File: config.mk
export PLATFORM = sky130hd
export DESIGN_NAME = rsc_top
export DESIGN_NICKNAME = d
export VERILOG_FILES = /design/src/rsc_pkg.sv /design/src/rsc_top.sv
export VERILOG_INCLUDE_DIRS = /design/src
export SDC_FILE = /design/constraint.sdc
export NUM_CORES = 1
export LEC_CHECK = 0
export ABC_AREA = 0
export BUFFER_PORTS_ARGS = -buffer_cell sky130_fd_sc_hd__buf_2
export CAP_MARGIN = 20
export CORE_ASPECT_RATIO = 0.75
export CORE_MARGIN = 1
export CORE_UTILIZATION = 35
export DETAILED_ROUTE_END_ITERATION = 6
export GPL_TIMING_DRIVEN = 1
export PLACE_DENSITY_LB_ADDON = 0.05
export SETUP_SLACK_MARGIN = 0.3
export SYNTH_ARGS = -nofsm -noshare
export SYNTH_HDL_FRONTEND = slang
export SYNTH_SLANG_ARGS = --single-unit
File: constraint.sdc
create_clock -name CLK -period 6.4 [get_ports CLK]
set_clock_uncertainty 0.15 [all_clocks]
set_input_delay 1.92 -clock CLK [delete_from_list [all_inputs] [get_ports CLK]]
set_output_delay 1.92 -clock CLK [all_outputs]
set_load 0.03 [all_outputs]
File: src/rsc_params.svh
// register map, field positions, reset values and timing figures of the regulator supervisor
// assumes a 100 MHz system clock and a 32-bit Avalon-MM slave with byte addresses
`ifndef RSC_PARAMS_SVH
`define RSC_PARAMS_SVH
`define RSC_AW            6
`define RSC_A_CTRL        6'h00
`define RSC_A_STAT        6'h04
`define RSC_A_FLT         6'h08
`define RSC_A_MASK        6'h0C
`define RSC_A_RETRY       6'h10
`define RSC_A_FREQ        6'h14
`define RSC_A_PHASE       6'h18
`define RSC_A_PGDG        6'h1C
`define RSC_A_IOWIN       6'h20
`define RSC_A_IOSUM       6'h24
`define RSC_B_OP_ON       0
`define RSC_B_STRETCH     1
`define RSC_B_LOWPWR      2
`define RSC_B_CLEAR       3
`define RSC_B_RELOAD      4
`define RSC_B_DEVRST      5
`define RSC_B_PROGRAM     6
`define RSC_CTRL_RST      3'h0
`define RSC_MASK_RST      7'h00
`define RSC_RETRY_RST     7'h7F
`define RSC_FREQ_RST      16'h00FA
`define RSC_PHASE_RST     16'h0000
`define RSC_PGDG_RST      16'h1004
`define RSC_IOWIN_RST     16'h0008
`define RSC_SHUT_FAULTS   7'h56
`define RSC_PROG_MAX      2'h3
`define RSC_INIT_CYC      8'h10
`define RSC_TLM_DIV       16'h0064
`define RSC_LOWPWR_SHIFT  4
`define RSC_CLK_MHZ       100
`define RSC_CLK_KHZ       100000
`define RSC_TON_RISE_US   1000
`define RSC_TOFF_FALL_US  2000
`define RSC_RETRY_MS      10
`define RSC_SCL_MIN_KHZ   400
`define RSC_SCL_MAX_KHZ   1000
`define RSC_SYNC_MIN_KHZ  400
`define RSC_SCL_PER_MAX   (`RSC_CLK_KHZ / `RSC_SCL_MIN_KHZ)
`define RSC_SCL_PER_MIN   ((`RSC_CLK_KHZ + `RSC_SCL_MAX_KHZ - 1) / `RSC_SCL_MAX_KHZ)
`define RSC_SYNC_PER_MAX  (`RSC_CLK_KHZ / `RSC_SYNC_MIN_KHZ)
`endif

File: src/rsc_pkg.sv
// types shared by the regulator supervisor and its bench
// assumes nothing beyond the constants header
package rsc_pkg;
  typedef struct packed {
    logic oc;
    logic vin_uvw;
    logic vin_ov;
    logic comm_mem_logic_fault;
    logic ot;
    logic ov;
    logic uv;
  } rsc_fault_t;

  typedef enum logic [2:0] {
    ST_INIT  = 3'b000,
    ST_OFF   = 3'b001,
    ST_RISE  = 3'b010,
    ST_ON    = 3'b011,
    ST_FALL  = 3'b100,
    ST_RETRY = 3'b101
  } rsc_state_t;
endpackage : rsc_pkg

File: src/rsc_top.sv
// supervisory control of a two-phase step-down regulator: enable, power good, faults, sync, config memory
// assumes fault comparators, run, sync and scl come from pins outside the clock domain; the adc code does not
//
// Notes on behaviour
// - regulator enabled when run input is high and the operation-on control bit is set, disabled when the fall time after run goes low ends.
// - power good held low on ov/uv fault, disabled, or on/off sequencing.
// - power good changes while on pass programmable rise and fall deglitch counters.
// - scl stretched only when enabled and measured bus speed is 400 kHz to 1 MHz.
// - management bus serves host clock rates up to 1 MHz.
// - the two switching phases run 180 degrees apart.
// - phase offset to external clock from strap or phase offset register.
// - external clock on sync pin is locked onto by a digital loop.
// - without external clock, period comes from frequency register or strap.
// - stored configuration is protected by a triple-copy majority code.
// - configuration memory accepts at most three programming passes.
// - after reset or reload the stored contents are checked by crc.
// - a crc mismatch keeps the regulator disabled until resolved.
// - each fault can be masked; ov, ot, input ov and oc can be set to retry or latch off.
// - the alert output signals any unmasked fault or warning.
// - each fault and warning has its own sticky status bit.
// - uv, ov, overtemperature, cml, input ov, input uv warning, overcurrent detected.
// - low-power telemetry mode slows the sample strobe sixteenfold.
// - the output current readback window length is programmable.
// - reset, reload or device reset reload settings; power good low until on.
// - clear-faults clears all status at once; present faults set again.
`include "rsc_params.svh"
`timescale 1ns/1ps
module rsc_top #(
  parameter int RISE_CYC  = `RSC_TON_RISE_US * `RSC_CLK_MHZ,
  parameter int FALL_CYC  = `RSC_TOFF_FALL_US * `RSC_CLK_MHZ,
  parameter int RETRY_CYC = `RSC_RETRY_MS * 1000 * `RSC_CLK_MHZ
) (
  input  wire logic               CLK,
  input  wire logic               RST_N,
  input  wire logic [`RSC_AW-1:0] AVS_ADDRESS,
  input  wire logic               AVS_READ,
  input  wire logic               AVS_WRITE,
  input  wire logic [31:0]        AVS_WRITEDATA,
  output logic      [31:0]        AVS_READDATA,
  output logic                    AVS_WAITREQUEST,
  input  wire logic               RUN,
  input  rsc_pkg::rsc_fault_t     FAULT_IN,
  input  wire logic               SYNC_IN,
  input  wire logic               SCL_I,
  output logic                    SCL_O,
  output logic                    SCL_OE,
  input  wire logic               CFG_RES_EN,
  input  wire logic [15:0]        CFG_FREQ,
  input  wire logic [15:0]        CFG_PHASE,
  input  wire logic [11:0]        IOUT_ADC,
  output logic                    REG_EN,
  output logic                    PHASE0_SWITCH_NODE,
  output logic                    PHASE1_SWITCH_NODE,
  output logic                    POWER_GOOD_OUT_O,
  output logic                    POWER_GOOD_OUT_OE,
  output logic                    ALERT_O,
  output logic                    ALERT_OE,
  output logic                    TLM_SAMPLE,
  output logic      [31:0]        IOUT_SUM
);
  if (RISE_CYC < 2 || FALL_CYC < 2 || RETRY_CYC < 2 || RETRY_CYC > 24'hFF_FFFF) begin : g_chk
    $error("rsc_top: sequencing counts out of range");
  end

  localparam logic [23:0] RISE_L  = 24'(RISE_CYC - 1);
  localparam logic [23:0] FALL_L  = 24'(FALL_CYC - 1);
  localparam logic [23:0] RETRY_L = 24'(RETRY_CYC - 1);

  function automatic logic [7:0] crc8(input logic [63:0] d);
    logic [7:0] c;
    c = 8'h00;
    for (int i = 63; i >= 0; i--) begin
      c = {c[6:0], 1'b0} ^ ((c[7] ^ d[i]) ? 8'h07 : 8'h00);
    end
    return c;
  endfunction : crc8

  // pin synchronisers; the first stage is read by the second only
  logic [11:0] pin_a_r, pin_b_r;
  logic [31:0] cfg_a_r, cfg_b_r;
  always_ff @(posedge CLK or negedge RST_N) begin
    if (!RST_N) begin
      pin_a_r <= 12'h000;
      pin_b_r <= 12'h000;
      cfg_a_r <= 32'h0000_0000;
      cfg_b_r <= 32'h0000_0000;
    end else begin
      pin_a_r <= {1'b0, CFG_RES_EN, SCL_I, SYNC_IN, RUN, FAULT_IN};
      pin_b_r <= pin_a_r;
      cfg_a_r <= {CFG_FREQ, CFG_PHASE};
      cfg_b_r <= cfg_a_r;
    end
  end
  rsc_pkg::rsc_fault_t flt_s;
  logic run_s, sync_s, scl_s, res_en_s;
  assign flt_s    = rsc_pkg::rsc_fault_t'(pin_b_r[6:0]);
  assign run_s    = pin_b_r[7];
  assign sync_s   = pin_b_r[8];
  assign scl_s    = pin_b_r[9];
  assign res_en_s = pin_b_r[10];

  // bus slave: one wait cycle, then the answer stands for the accepting edge
  logic wait_r, wr_go, rd_go, cml_ev_r;
  assign wr_go = AVS_WRITE & ~wait_r;
  assign rd_go = AVS_READ & wait_r;
  logic [2:0]  ctrl_r;
  logic [6:0]  mask_r, retry_r, flt_r;
  logic [15:0] freq_r, phase_r, pgdg_r, iowin_r;
  logic [1:0]  prog_cnt_r;
  logic        crc_bad_r, locked_r, pg_r, reg_en_r;
  rsc_pkg::rsc_state_t st_r;
  logic wr_ctrl;
  assign wr_ctrl = wr_go && AVS_ADDRESS == `RSC_A_CTRL;
  logic clr_go, reload_go, devrst_go, prog_go;
  assign clr_go    = wr_ctrl & AVS_WRITEDATA[`RSC_B_CLEAR];
  assign reload_go = wr_ctrl & AVS_WRITEDATA[`RSC_B_RELOAD];
  assign devrst_go = wr_ctrl & AVS_WRITEDATA[`RSC_B_DEVRST];
  assign prog_go   = wr_ctrl & AVS_WRITEDATA[`RSC_B_PROGRAM];

  always_ff @(posedge CLK or negedge RST_N) begin
    if (!RST_N) begin
      wait_r       <= 1'b1;
      AVS_READDATA <= 32'h0000_0000;
    end else begin
      wait_r <= ~((AVS_READ | AVS_WRITE) & wait_r);
      if (rd_go) begin
        case (AVS_ADDRESS)
          `RSC_A_CTRL:  AVS_READDATA <= {29'h0, ctrl_r};
          `RSC_A_STAT:  AVS_READDATA <= {22'h0, st_r, prog_cnt_r, (st_r == rsc_pkg::ST_INIT),
                                         locked_r, crc_bad_r, pg_r, reg_en_r};
          `RSC_A_FLT:   AVS_READDATA <= {25'h0, flt_r};
          `RSC_A_MASK:  AVS_READDATA <= {25'h0, mask_r};
          `RSC_A_RETRY: AVS_READDATA <= {25'h0, retry_r};
          `RSC_A_FREQ:  AVS_READDATA <= {16'h0, freq_r};
          `RSC_A_PHASE: AVS_READDATA <= {16'h0, phase_r};
          `RSC_A_PGDG:  AVS_READDATA <= {16'h0, pgdg_r};
          `RSC_A_IOWIN: AVS_READDATA <= {16'h0, iowin_r};
          `RSC_A_IOSUM: AVS_READDATA <= IOUT_SUM;
          default:      AVS_READDATA <= 32'h0000_0000;
        endcase
      end
    end
  end
  assign AVS_WAITREQUEST = wait_r;

  // configuration memory: three copies per word, majority vote corrects one bad copy
  logic [15:0] nvm_r [4][3];
  logic [7:0]  nvm_crc_r;
  logic [15:0] nvm_fix [4];
  for (genvar w = 0; w < 4; w++) begin : g_ecc
    assign nvm_fix[w] = (nvm_r[w][0] & nvm_r[w][1]) | (nvm_r[w][0] & nvm_r[w][2])
                      | (nvm_r[w][1] & nvm_r[w][2]);
  end
  logic [63:0] live_img, nvm_img;
  assign live_img = {freq_r, phase_r, pgdg_r, iowin_r};
  assign nvm_img  = {nvm_fix[0], nvm_fix[1], nvm_fix[2], nvm_fix[3]};
  logic prog_ok;
  assign prog_ok = prog_cnt_r != `RSC_PROG_MAX;

  always_ff @(posedge CLK or negedge RST_N) begin
    if (!RST_N) begin
      prog_cnt_r <= 2'h0;
      nvm_crc_r  <= 8'h00;
      for (int w = 0; w < 4; w++) begin
        for (int k = 0; k < 3; k++) begin
          nvm_r[w][k] <= 16'h0000;
        end
      end
    end else if (prog_go && prog_ok) begin
      prog_cnt_r <= prog_cnt_r + 2'h1;
      nvm_crc_r  <= crc8(live_img);
      for (int k = 0; k < 3; k++) begin
        nvm_r[0][k] <= freq_r;
        nvm_r[1][k] <= phase_r;
        nvm_r[2][k] <= pgdg_r;
        nvm_r[3][k] <= iowin_r;
      end
    end
  end

  // init sequence and crc check
  logic [7:0] init_cnt_r;
  logic       init_done;
  assign init_done = st_r == rsc_pkg::ST_INIT && init_cnt_r == `RSC_INIT_CYC;
  always_ff @(posedge CLK or negedge RST_N) begin
    if (!RST_N) begin
      init_cnt_r <= 8'h00;
      crc_bad_r  <= 1'b0;
    end else if (st_r != rsc_pkg::ST_INIT) begin
      init_cnt_r <= 8'h00;
    end else begin
      init_cnt_r <= init_cnt_r + 8'h01;
      if (init_done) begin
        crc_bad_r <= prog_cnt_r != 2'h0 && crc8(nvm_img) != nvm_crc_r;
      end
    end
  end

  // software registers; init reloads frequency, phase, deglitch and window from programmed memory, straps override frequency and phase
  always_ff @(posedge CLK or negedge RST_N) begin
    if (!RST_N) begin
      ctrl_r  <= `RSC_CTRL_RST;
      mask_r  <= `RSC_MASK_RST;
      retry_r <= `RSC_RETRY_RST;
      freq_r  <= `RSC_FREQ_RST;
      phase_r <= `RSC_PHASE_RST;
      pgdg_r  <= `RSC_PGDG_RST;
      iowin_r <= `RSC_IOWIN_RST;
    end else if (init_done) begin
      if (prog_cnt_r != 2'h0) begin
        freq_r  <= nvm_fix[0];
        phase_r <= nvm_fix[1];
        pgdg_r  <= nvm_fix[2];
        iowin_r <= nvm_fix[3];
      end
      if (res_en_s) begin
        freq_r  <= cfg_b_r[31:16];
        phase_r <= cfg_b_r[15:0];
      end
    end else if (wr_go) begin
      case (AVS_ADDRESS)
        `RSC_A_CTRL:  ctrl_r  <= AVS_WRITEDATA[2:0];
        `RSC_A_MASK:  mask_r  <= AVS_WRITEDATA[6:0];
        `RSC_A_RETRY: retry_r <= AVS_WRITEDATA[6:0];
        `RSC_A_FREQ:  freq_r  <= AVS_WRITEDATA[15:0];
        `RSC_A_PHASE: phase_r <= AVS_WRITEDATA[15:0];
        `RSC_A_PGDG:  pgdg_r  <= AVS_WRITEDATA[15:0];
        `RSC_A_IOWIN: iowin_r <= AVS_WRITEDATA[15:0];
        default: ;
      endcase
    end
  end

  // cml event: unmapped access or a programming pass beyond the limit
  logic unmapped;
  assign unmapped = AVS_ADDRESS > `RSC_A_IOSUM || AVS_ADDRESS[1:0] != 2'h0;
  always_ff @(posedge CLK or negedge RST_N) begin
    if (!RST_N) begin
      cml_ev_r <= 1'b0;
    end else begin
      cml_ev_r <= (wr_go | (AVS_READ & ~wait_r)) & unmapped | prog_go & ~prog_ok;
    end
  end

  // sticky status; a present fault wins over the clear in the same cycle
  rsc_pkg::rsc_fault_t flt_now;
  always_comb begin
    flt_now     = flt_s;
    flt_now.comm_mem_logic_fault = flt_s.comm_mem_logic_fault | cml_ev_r;
  end
  logic [6:0] flt_set;
  assign flt_set = flt_now & ~mask_r;
  always_ff @(posedge CLK or negedge RST_N) begin
    if (!RST_N) begin
      flt_r <= 7'h00;
    end else begin
      flt_r <= (clr_go ? 7'h00 : flt_r) | flt_set;
    end
  end

  // power sequencer
  logic [23:0] seq_cnt_r;
  logic        latched_r, en_req, shut_now, all_retry;
  assign en_req    = run_s & ctrl_r[`RSC_B_OP_ON] & ~crc_bad_r;
  assign shut_now  = |(flt_set & `RSC_SHUT_FAULTS);
  assign all_retry = (flt_set & `RSC_SHUT_FAULTS & ~retry_r) == 7'h00;
  always_ff @(posedge CLK or negedge RST_N) begin
    if (!RST_N) begin
      st_r      <= rsc_pkg::ST_INIT;
      seq_cnt_r <= 24'h00_0000;
      latched_r <= 1'b0;
    end else begin
      seq_cnt_r <= seq_cnt_r + 24'h00_0001;
      if (!en_req) begin
        latched_r <= 1'b0;
      end
      if (reload_go || devrst_go) begin
        st_r <= rsc_pkg::ST_INIT;
        if (devrst_go) begin
          latched_r <= 1'b0;
        end
      end else begin
        case (st_r)
          rsc_pkg::ST_INIT: begin
            if (init_done) begin
              st_r <= rsc_pkg::ST_OFF;
            end
          end
          rsc_pkg::ST_OFF: begin
            seq_cnt_r <= 24'h00_0000;
            if (en_req && !latched_r && !shut_now) begin
              st_r <= rsc_pkg::ST_RISE;
            end
          end
          rsc_pkg::ST_RISE, rsc_pkg::ST_ON, rsc_pkg::ST_FALL: begin
            if (shut_now || crc_bad_r) begin
              st_r      <= (all_retry && !crc_bad_r) ? rsc_pkg::ST_RETRY : rsc_pkg::ST_OFF;
              latched_r <= !all_retry;
              seq_cnt_r <= 24'h00_0000;
            end else if (st_r != rsc_pkg::ST_FALL && !en_req) begin
              st_r      <= rsc_pkg::ST_FALL;
              seq_cnt_r <= 24'h00_0000;
            end else if (st_r == rsc_pkg::ST_RISE && seq_cnt_r == RISE_L) begin
              st_r <= rsc_pkg::ST_ON;
            end else if (st_r == rsc_pkg::ST_FALL && seq_cnt_r == FALL_L) begin
              st_r <= rsc_pkg::ST_OFF;
            end
          end
          rsc_pkg::ST_RETRY: begin
            if (seq_cnt_r >= RETRY_L && !shut_now) begin
              st_r <= rsc_pkg::ST_OFF;
            end
          end
          default: st_r <= rsc_pkg::ST_INIT;
        endcase
      end
    end
  end

  // power good: disable and sequencing force it low at once, fault and recovery are deglitched
  logic       pg_raw, pg_ok;
  logic [7:0] pg_cnt_r;
  assign pg_ok  = st_r == rsc_pkg::ST_ON;
  assign pg_raw = pg_ok & ~flt_s.ov & ~flt_s.uv;
  always_ff @(posedge CLK or negedge RST_N) begin
    if (!RST_N) begin
      pg_r     <= 1'b0;
      pg_cnt_r <= 8'h00;
    end else if (!pg_ok || pg_raw == pg_r) begin
      pg_cnt_r <= 8'h00;
      if (!pg_ok) begin
        pg_r <= 1'b0;
      end
    end else if (pg_cnt_r >= (pg_raw ? pgdg_r[15:8] : pgdg_r[7:0])) begin
      pg_r     <= pg_raw;
      pg_cnt_r <= 8'h00;
    end else begin
      pg_cnt_r <= pg_cnt_r + 8'h01;
    end
  end

  // switching clock: free running from the frequency setting, or realigned to sync edges
  logic        sync_d_r, sync_rise;
  logic [15:0] gap_r, ext_per_r, sw_cnt_r, per;
  assign sync_rise = sync_s & ~sync_d_r;
  assign per       = locked_r ? ext_per_r : freq_r;
  always_ff @(posedge CLK or negedge RST_N) begin
    if (!RST_N) begin
      sync_d_r  <= 1'b0;
      gap_r     <= 16'h0000;
      ext_per_r <= 16'h0000;
      locked_r  <= 1'b0;
    end else begin
      sync_d_r <= sync_s;
      if (sync_rise) begin
        gap_r     <= 16'h0001;
        ext_per_r <= gap_r;
        locked_r  <= gap_r >= 16'h0002 && gap_r <= 16'(`RSC_SYNC_PER_MAX);
      end else if (gap_r > 16'(`RSC_SYNC_PER_MAX)) begin
        locked_r <= 1'b0;
      end else begin
        gap_r <= gap_r + 16'h0001;
      end
    end
  end
  always_ff @(posedge CLK or negedge RST_N) begin
    if (!RST_N) begin
      sw_cnt_r <= 16'h0000;
    end else if (locked_r && sync_rise) begin
      sw_cnt_r <= (phase_r < ext_per_r && phase_r != 16'h0000) ? ext_per_r - phase_r : 16'h0000;
    end else if (sw_cnt_r + 16'h0001 >= per) begin
      sw_cnt_r <= 16'h0000;
    end else begin
      sw_cnt_r <= sw_cnt_r + 16'h0001;
    end
  end

  // telemetry strobe and output current window
  logic [19:0] tdiv_r;
  logic [15:0] win_cnt_r;
  logic [31:0] acc_r;
  logic [19:0] tlim;
  assign tlim = st_r == rsc_pkg::ST_INIT ? 20'hF_FFFF :
                (ctrl_r[`RSC_B_LOWPWR] ? {`RSC_TLM_DIV, 4'h0} : {4'h0, `RSC_TLM_DIV});
  always_ff @(posedge CLK or negedge RST_N) begin
    if (!RST_N) begin
      tdiv_r     <= 20'h0_0000;
      TLM_SAMPLE <= 1'b0;
      win_cnt_r  <= 16'h0000;
      acc_r      <= 32'h0000_0000;
      IOUT_SUM   <= 32'h0000_0000;
    end else begin
      TLM_SAMPLE <= 1'b0;
      tdiv_r     <= tdiv_r + 20'h0_0001;
      if (tdiv_r + 20'h0_0001 >= tlim) begin
        tdiv_r     <= 20'h0_0000;
        TLM_SAMPLE <= 1'b1;
        if (win_cnt_r + 16'h0001 >= iowin_r) begin
          IOUT_SUM  <= acc_r + {20'h0_0000, IOUT_ADC};
          acc_r     <= 32'h0000_0000;
          win_cnt_r <= 16'h0000;
        end else begin
          acc_r     <= acc_r + {20'h0_0000, IOUT_ADC};
          win_cnt_r <= win_cnt_r + 16'h0001;
        end
      end
    end
  end

  // serial clock stretch while settings reload; only a bus measured at 400 kHz..1 MHz is held
  logic        scl_d_r, speed_ok_r, stretch_r;
  logic [15:0] scl_per_r;
  always_ff @(posedge CLK or negedge RST_N) begin
    if (!RST_N) begin
      scl_d_r    <= 1'b1;
      scl_per_r  <= 16'h0000;
      speed_ok_r <= 1'b0;
      stretch_r  <= 1'b0;
    end else begin
      scl_d_r <= scl_s;
      if (scl_s && !scl_d_r) begin
        scl_per_r  <= 16'h0001;
        speed_ok_r <= scl_per_r >= 16'(`RSC_SCL_PER_MIN) && scl_per_r <= 16'(`RSC_SCL_PER_MAX);
      end else if (scl_per_r != 16'hFFFF) begin
        scl_per_r <= scl_per_r + 16'h0001;
      end
      stretch_r <= ctrl_r[`RSC_B_STRETCH] & speed_ok_r & (st_r == rsc_pkg::ST_INIT)
                 & (stretch_r | ~scl_s);
    end
  end

  // registered pin drivers
  always_ff @(posedge CLK or negedge RST_N) begin
    if (!RST_N) begin
      reg_en_r           <= 1'b0;
      PHASE0_SWITCH_NODE <= 1'b0;
      PHASE1_SWITCH_NODE <= 1'b0;
      POWER_GOOD_OUT_OE  <= 1'b1;
      ALERT_OE           <= 1'b0;
      SCL_OE             <= 1'b0;
    end else begin
      reg_en_r           <= st_r == rsc_pkg::ST_RISE || st_r == rsc_pkg::ST_ON || st_r == rsc_pkg::ST_FALL;
      PHASE0_SWITCH_NODE <= reg_en_r & (sw_cnt_r < (per >> 1));
      PHASE1_SWITCH_NODE <= reg_en_r & (sw_cnt_r >= (per >> 1));
      POWER_GOOD_OUT_OE  <= ~pg_r;
      ALERT_OE           <= |flt_r;
      SCL_OE             <= stretch_r;
    end
  end
  assign REG_EN = reg_en_r;

  // open-drain data levels are always low; only the enables move
  logic od_low_r;
  always_ff @(posedge CLK or negedge RST_N) begin
    if (!RST_N) begin
      od_low_r <= 1'b0;
    end else begin
      od_low_r <= 1'b0;
    end
  end
  assign POWER_GOOD_OUT_O = od_low_r;
  assign ALERT_O          = od_low_r;
  assign SCL_O            = od_low_r;
endmodule : rsc_top

==> impl_metrics.py, run 1 <==
metrics = {
    "run_status": {
        "outcome": "finished, final reports clean",
    },
    "final_layout": {
        "register_area_sq_um": 12600,
        "area_growth_pct": 14.8,
        "fin_nets": 3089,
        "drive_above_1_share": 0.160,
        "multi_input_area_sq_um": 14400,
        "nFillCells": 7717,
    },
    "setup_path": {
        "critPathCaptureType": "flip-flop",
        "ff2ff_setup_slack_ns": 1.16,
        "cp_max_fo": 5,
        "reg2reg_to": "IOUT_SUM[10]",
        "required_ns": 6.77,
        "crit_start": "IOUT_ADC[0]",
        "worst_r2r_path_depth": 21,
        "start_kind": "primary input",
        "crit_type": "primary input to flip-flop",
        "rr_startpoint": "st_r[2]",
        "endpoint": "acc_r[22]",
        "arrival_ns": 5.77,
    },
    "sta": {
        "fmax_mhz": 185,
        "tns_ns": 0,
        "finalCritPeriodShare": 0.843,
        "max-slew-margin-rel": 0.277,
        "setup_viol": 0,
        "grt_setup_unrepaired": "false",
        "hold_viol": 0,
        "tightest_slew_ns": 1.08,
        "fin_crit_ns": 5.39,
        "slew_violations": 0,
    },
    "floorplan": {
        "fp.coreArea_sq_um": 78600,
        "die_h_um": 246,
        "die-area_sq_um": 80500,
        "num_rows": 89,
        "initial_core_util": 0.353,
        "boundaryPins": 172,
        "die_w_um": 327,
    },
    "drt": {
        "wire_per_inst_um": 21.6,
        "drt_iter0_drc": 1314,
        "ant_nets": 0,
        "viasPerCell": 5.16,
        "drtPass1Iterations": 5,
        "num_vias": 20500,
        "drt_wl_total_um": 85600,
        "route.detailed.drc": 0,
    },
    "grt": {
        "grt_pass1_wl_um": 131000,
        "grt-ovfl-total": 0,
        "grt_pass1_vias": 20400,
        "antenna_found_initial": 4,
        "grt.total_usage": 0.214,
        "grt_max_degree": 104,
    },
    "yosys": {
        "synth_ff_type": "dfrtp_1",
        "synth_edf_count": 0,
        "netlist_instances": 2730,
        "syn-cell-area_sq_um": 27800,
        "avgSynthCellArea_sq_um": 10.2,
        "synth-seq-cells": 504,
        "seq_area_frac_synth": 0.455,
        "async_flop_share": 1.00,
        "synth.top_cell.area_share": 0.437,
        "ys_types": 70,
        "netlist_top_cells_area": "dfrtp_1, xnor2_1, ha_1",
        "ys_warn_count": 0,
        "synth_top_area_cell": "dfrtp_1",
    },
    "clock_tree": {
        "cts-root-buf": "clkbuf_16",
        "h-tree-depth": 2,
        "cts_buffer_depth": 3,
        "postCtsResizedCells": 0,
        "clock_latency_ns": 0.64,
        "cts_buffers": 56,
        "cts_tree": "yes",
        "path_clk_slew_ns": 0.07,
        "cts_setup_buffers": 0,
        "cts.hold.buffers_added": 0,
        "cts_sinks": 504,
    },
    "placement": {
        "dp_hpwl_um": 63400,
        "gp_congestion": 0.862,
        "numPortBuffers": 152,
    },
    "hold_path": {
        "holdCritStartpoint": "cfg_a_r[14]",
        "hold_class": "flip-flop to flip-flop",
    },
    "run": {
        "cap_violations": 0,
    },
}
## final cells by class
| cell class | instances | area share |
|---|---|---|
| diodes | 2 | 0.000157 |
| inverters | 98 | 0.0115 |
| clock buffers | 73 | 0.0482 |
| flip-flops and latches | 504 | 0.396 |
| repair buffers | 194 | 0.0364 |
| well taps | 1046 | 0.0411 |
| clock inverters | 31 | 0.0138 |
| multi-input cells | 2021 | 0.452 |
## worst max-delay path: stages
cell,delay (ns)
buf_2,0.08
ha_1,0.16
inv_1,0.06
fa_1,0.40
nor2b_1,0.12
o21ai_0,0.10
a21boi_0,0.26
o21ai_0,0.16
a21boi_0,0.25
o21ai_0,0.14
a21boi_0,0.24
o21ai_0,0.13
a21boi_0,0.24
o21ai_0,0.26
a2111oi_0,0.49
buf_4,0.19
nand3_1,0.13
nand2_1,0.10
a211oi_1,0.05
a211o_1,0.28
## logic make-up after synthesis
| family | count (synthesis) | synth area share |
|---|---|---|
| simple gates | 756 | 0.129 |
| compound gates | 504 | 0.111 |
| flops | 504 | 0.455 |
| xor+xnor | 455 | 0.149 |
| buf+inv | 207 | 0.0285 |
| mux | 186 | 0.0747 |
| fa+ha+maj | 117 | 0.0533 |
| other cells | 1 | 0.000135 |
## flip-flops by register name (all words and copies together), names as in the netlist, 20 cells and up
register	flops
nvm_r	64
AVS_READDATA	32
IOUT_SUM	32
acc_r	32
cfg_a_r	32
cfg_b_r	32
seq_cnt_r	24
tdiv_r	20
## stage by stage
stage / setup WS, ns / cell area [sq um] / utilization / std cells / hold WS, ns
after floorplan: 0.888 / 27800 / - / 2732 / 0.181
after global placement: 0.336 / 29900 / 0.380 / 3863 / 0.183
after detailed placement: 0.338 / 29900 / 0.380 / 3863 / 0.186
after CTS: 1.03 / 31900 / 0.405 / 3967 / 0.199
after global routing: 0.540 / 31900 / 0.405 / 3967 / 0.203
final: 1.01 / 31900 / 0.405 / 3969 / 0.197
## synth_stat cells (27+ instances only)
| library cell | n |
|---|---|
| dfrtp_1 | 485 |
| and3_1 | 31 |
| a21o_1 | 33 |
| nand3_1 | 69 |
| clkbuf_1 | 97 |
| nor2_1 | 160 |
| nand4_1 | 31 |
| inv_1 | 97 |
| xor2_1 | 113 |
| ha_1 | 115 |
| mux2i_1 | 62 |
| nand2_1 | 280 |
| mux2_2 | 119 |
| and2_1 | 52 |
| nor2b_1 | 32 |
| a211oi_1 | 27 |
| a21oi_1 | 124 |
| xnor2_1 | 324 |
| o21ai_0 | 195 |
## how the worst min path moves through the flow
stage	endpoint	slack (ns)	cells after the start
CTS	cfg_b_r[11]	0.20	0
finish	cfg_b_r[14]	0.20	0
detailed placement	cfg_b_r[11]	0.19	0
global placement	cfg_b_r[11]	0.18	0
global route	cfg_b_r[11]	0.20	0
floorplan	cfg_b_r[0]	0.18	0
## cells in the final DEF, fill, tap and decap left out, types with 15 or more instances in the layout
cell       instances
nor2_1           158
ha_1             115
a211oi_1          27
nor3_1            18
buf_4             36
xnor2_1          324
dfstp_2           19
xor2_1           113
nor4_1            19
inv_1             97
clkbuf_16         56
a221oi_1          22
o21ai_0          194
and3_1            31
a221o_1           15
a21o_1            33
buf_2            151
nor2b_1           31
and2_1            52
a21oi_1          122
nand3_1           69
nand4_1           31
nand2b_1          25
dfrtp_1          484
mux2_2           119
nand2_1          279
mux2i_1           62
## per-layer routing
metal / vias to the layer above / part of all wire / global-route usage
met5: - / 0 / 0
met4: 0 / 0.025 / 0.0584
met3: 116 / 0.045 / 0.0300
met2: 423 / 0.43 / 0.319
met1: 10200 / 0.50 / 0.321
li1: 9717 / - / -
Power of run 1 is left out: the tool's default activity adds up to more than one toggle a clock period on the data nets, which glitch-free logic cannot reach.
==> inputs of run 2 (changes only) <==
- clock period: 6.4 -> 4.95 ns (I/O delays scaled with it)
==> impl_metrics.py, run 2 (same netlist as run 1, synthesis figures left out) <==
metrics = {
    "run_status": {
        "outcome": "finished, final reports clean",
    },
    "clock_tree": {
        "path_clk_slew_ns": 0.06,
        "cts_sinks": 504,
        "cts_buffers": 56,
        "clock_latency_ns": 0.64,
        "cts_tree": "yes",
        "cts.hold.buffers_added": 0,
        "cts_buffer_depth": 3,
        "h-tree-depth": 2,
        "cts-root-buf": "clkbuf_16",
    },
    "sta": {
        "slew_violations": 0,
        "fin_crit_ns": 4.44,
        "fmax_mhz": 225,
        "max-slew-margin-rel": 0.327,
        "finalCritPeriodShare": 0.897,
        "hold_viol": 0,
        "tightest_slew_ns": 1.01,
        "setup_viol": 0,
        "grt_setup_unrepaired": "true",
    },
    "floorplan": {
        "initial_core_util": 0.353,
        "die_w_um": 327,
        "boundaryPins": 172,
        "die_h_um": 246,
        "num_rows": 89,
        "fp.coreArea_sq_um": 78600,
        "die-area_sq_um": 80500,
    },
    "setup_path": {
        "worst_path_most_repeated_cell": "xnor2_1",
        "arrival_ns": 4.80,
        "path_cells": "xnor2_1 -> xnor2_1 -> xnor2_1 -> xnor2_2 -> xor2_1 -> xnor2_2 -> xnor2_1 -> xnor2_1 -> xnor2_2 -> xnor2_1 -> xnor2_1 -> xnor2_1 -> or3_1 -> a2111oi_2 -> a21oi_1",
        "slowest_stage": "xnor2_1",
        "cp_max_fo": 4,
        "max_stage_delay_ns": 0.51,
        "ff2ff_setup_slack_ns": 0.51,
        "required_ns": 5.31,
        "crit_type": "flip-flop to flip-flop",
        "start_kind": "flip-flop",
        "critPathCaptureType": "flip-flop",
    },
    "drt": {
        "ant_nets": 0,
        "num_vias": 20600,
        "drtPass1Iterations": 5,
        "wire_per_inst_um": 21.5,
        "drt_wl_total_um": 86600,
        "viasPerCell": 5.10,
        "drt_iter0_drc": 1420,
        "route.detailed.drc": 0,
    },
    "grt": {
        "grt_max_degree": 90,
        "grt_pass1_wl_um": 132000,
        "grt-ovfl-total": 0,
        "grt.total_usage": 0.217,
        "grt_pass1_vias": 20600,
        "antenna_found_initial": 4,
    },
    "final_layout": {
        "area_growth_pct": 17.5,
        "multi_input_area_sq_um": 14700,
        "regMostFlops": "nvm_r",
        "final_common_cell": "dfrtp_1",
        "instances_no_fill": 4035,
        "register_area_sq_um": 12600,
        "drive_above_1_share": 0.186,
        "largest_register_ffs": 64,
        "nFillCells": 7749,
        "final_cell_mix": "dfrtp_1, xnor2_1, nand2_1, o21ai_0, nor2_1",
        "fin_nets": 3154,
    },
    "hold_path": {
        "hold_class": "flip-flop to flip-flop",
    },
    "placement": {
        "dp_hpwl_um": 64400,
        "gp_congestion": 0.877,
        "numPortBuffers": 152,
        "dp_cells": 3914,
    },
    "run": {
        "cap_violations": 0,
    },
}
run 2: critical path: cells and delay by family (launching register included):
kind             cells  cell delay [ns]
AND/OR/NAND/NOR      1             0.39
flip-flops           1             0.44
XOR/XNOR            12             2.84
AO/OA/AOI/OAI        2             0.48
run 2: worst paths after layout:
path / end / from / depth (start not counted)
worst max register to register: crc_bad_r / nvm_r[150] / 15
worst max-delay path: crc_bad_r / nvm_r[150] / 15
worst min-delay path: cfg_b_r[31] / cfg_a_r[31] / 0
worst min register to register: cfg_b_r[31] / cfg_a_r[31] / 0
max in group asynchronous: freq_r[0] / RST_N / 2
min in group asynchronous: win_cnt_r[13] / RST_N / 1
run 2: cell type report:
type,count,area share
Tap cell,1046,0.0401
Clock buffer,91,0.0500
Timing Repair Buffer,259,0.0532
Antenna cell,1,0.0000767
Sequential cell,504,0.387
Multi-Input combinational cell,2021,0.449
Inverter,98,0.0115
Clock inverter,15,0.00825
run 2: per-stage QoR:
step	instance area [sq um]	setup TNS (ns)	util	hold slack (ns)	setup slack [ns]
after global placement	30300	-1.33	0.386	0.183	-0.160
after detailed placement	30400	-1.44	0.386	0.185	-0.164
after global routing	32600	0	0.415	0.194	0.284
after CTS	32300	0	0.411	0.198	0.306
final	32600	0	0.415	0.194	0.508
after floorplan	27800	0	-	0.181	0.314
run 2: metal layers:
layer | share of wire | global-route usage
met1 | 0.49 | 0.318
met2 | 0.44 | 0.330
met3 | 0.045 | 0.0348
met4 | 0.023 | 0.0536
met5 | 0.00030 | 0
run 2: repair_timing:
action	in CTS	in global routing
buffers inserted	4	9
gates resized for setup	6	37
setup endpoints to repair	35	58
endpoints found under the hold margin	0	0
pin swaps	1	11
Power of run 2 is left out for the same reason.
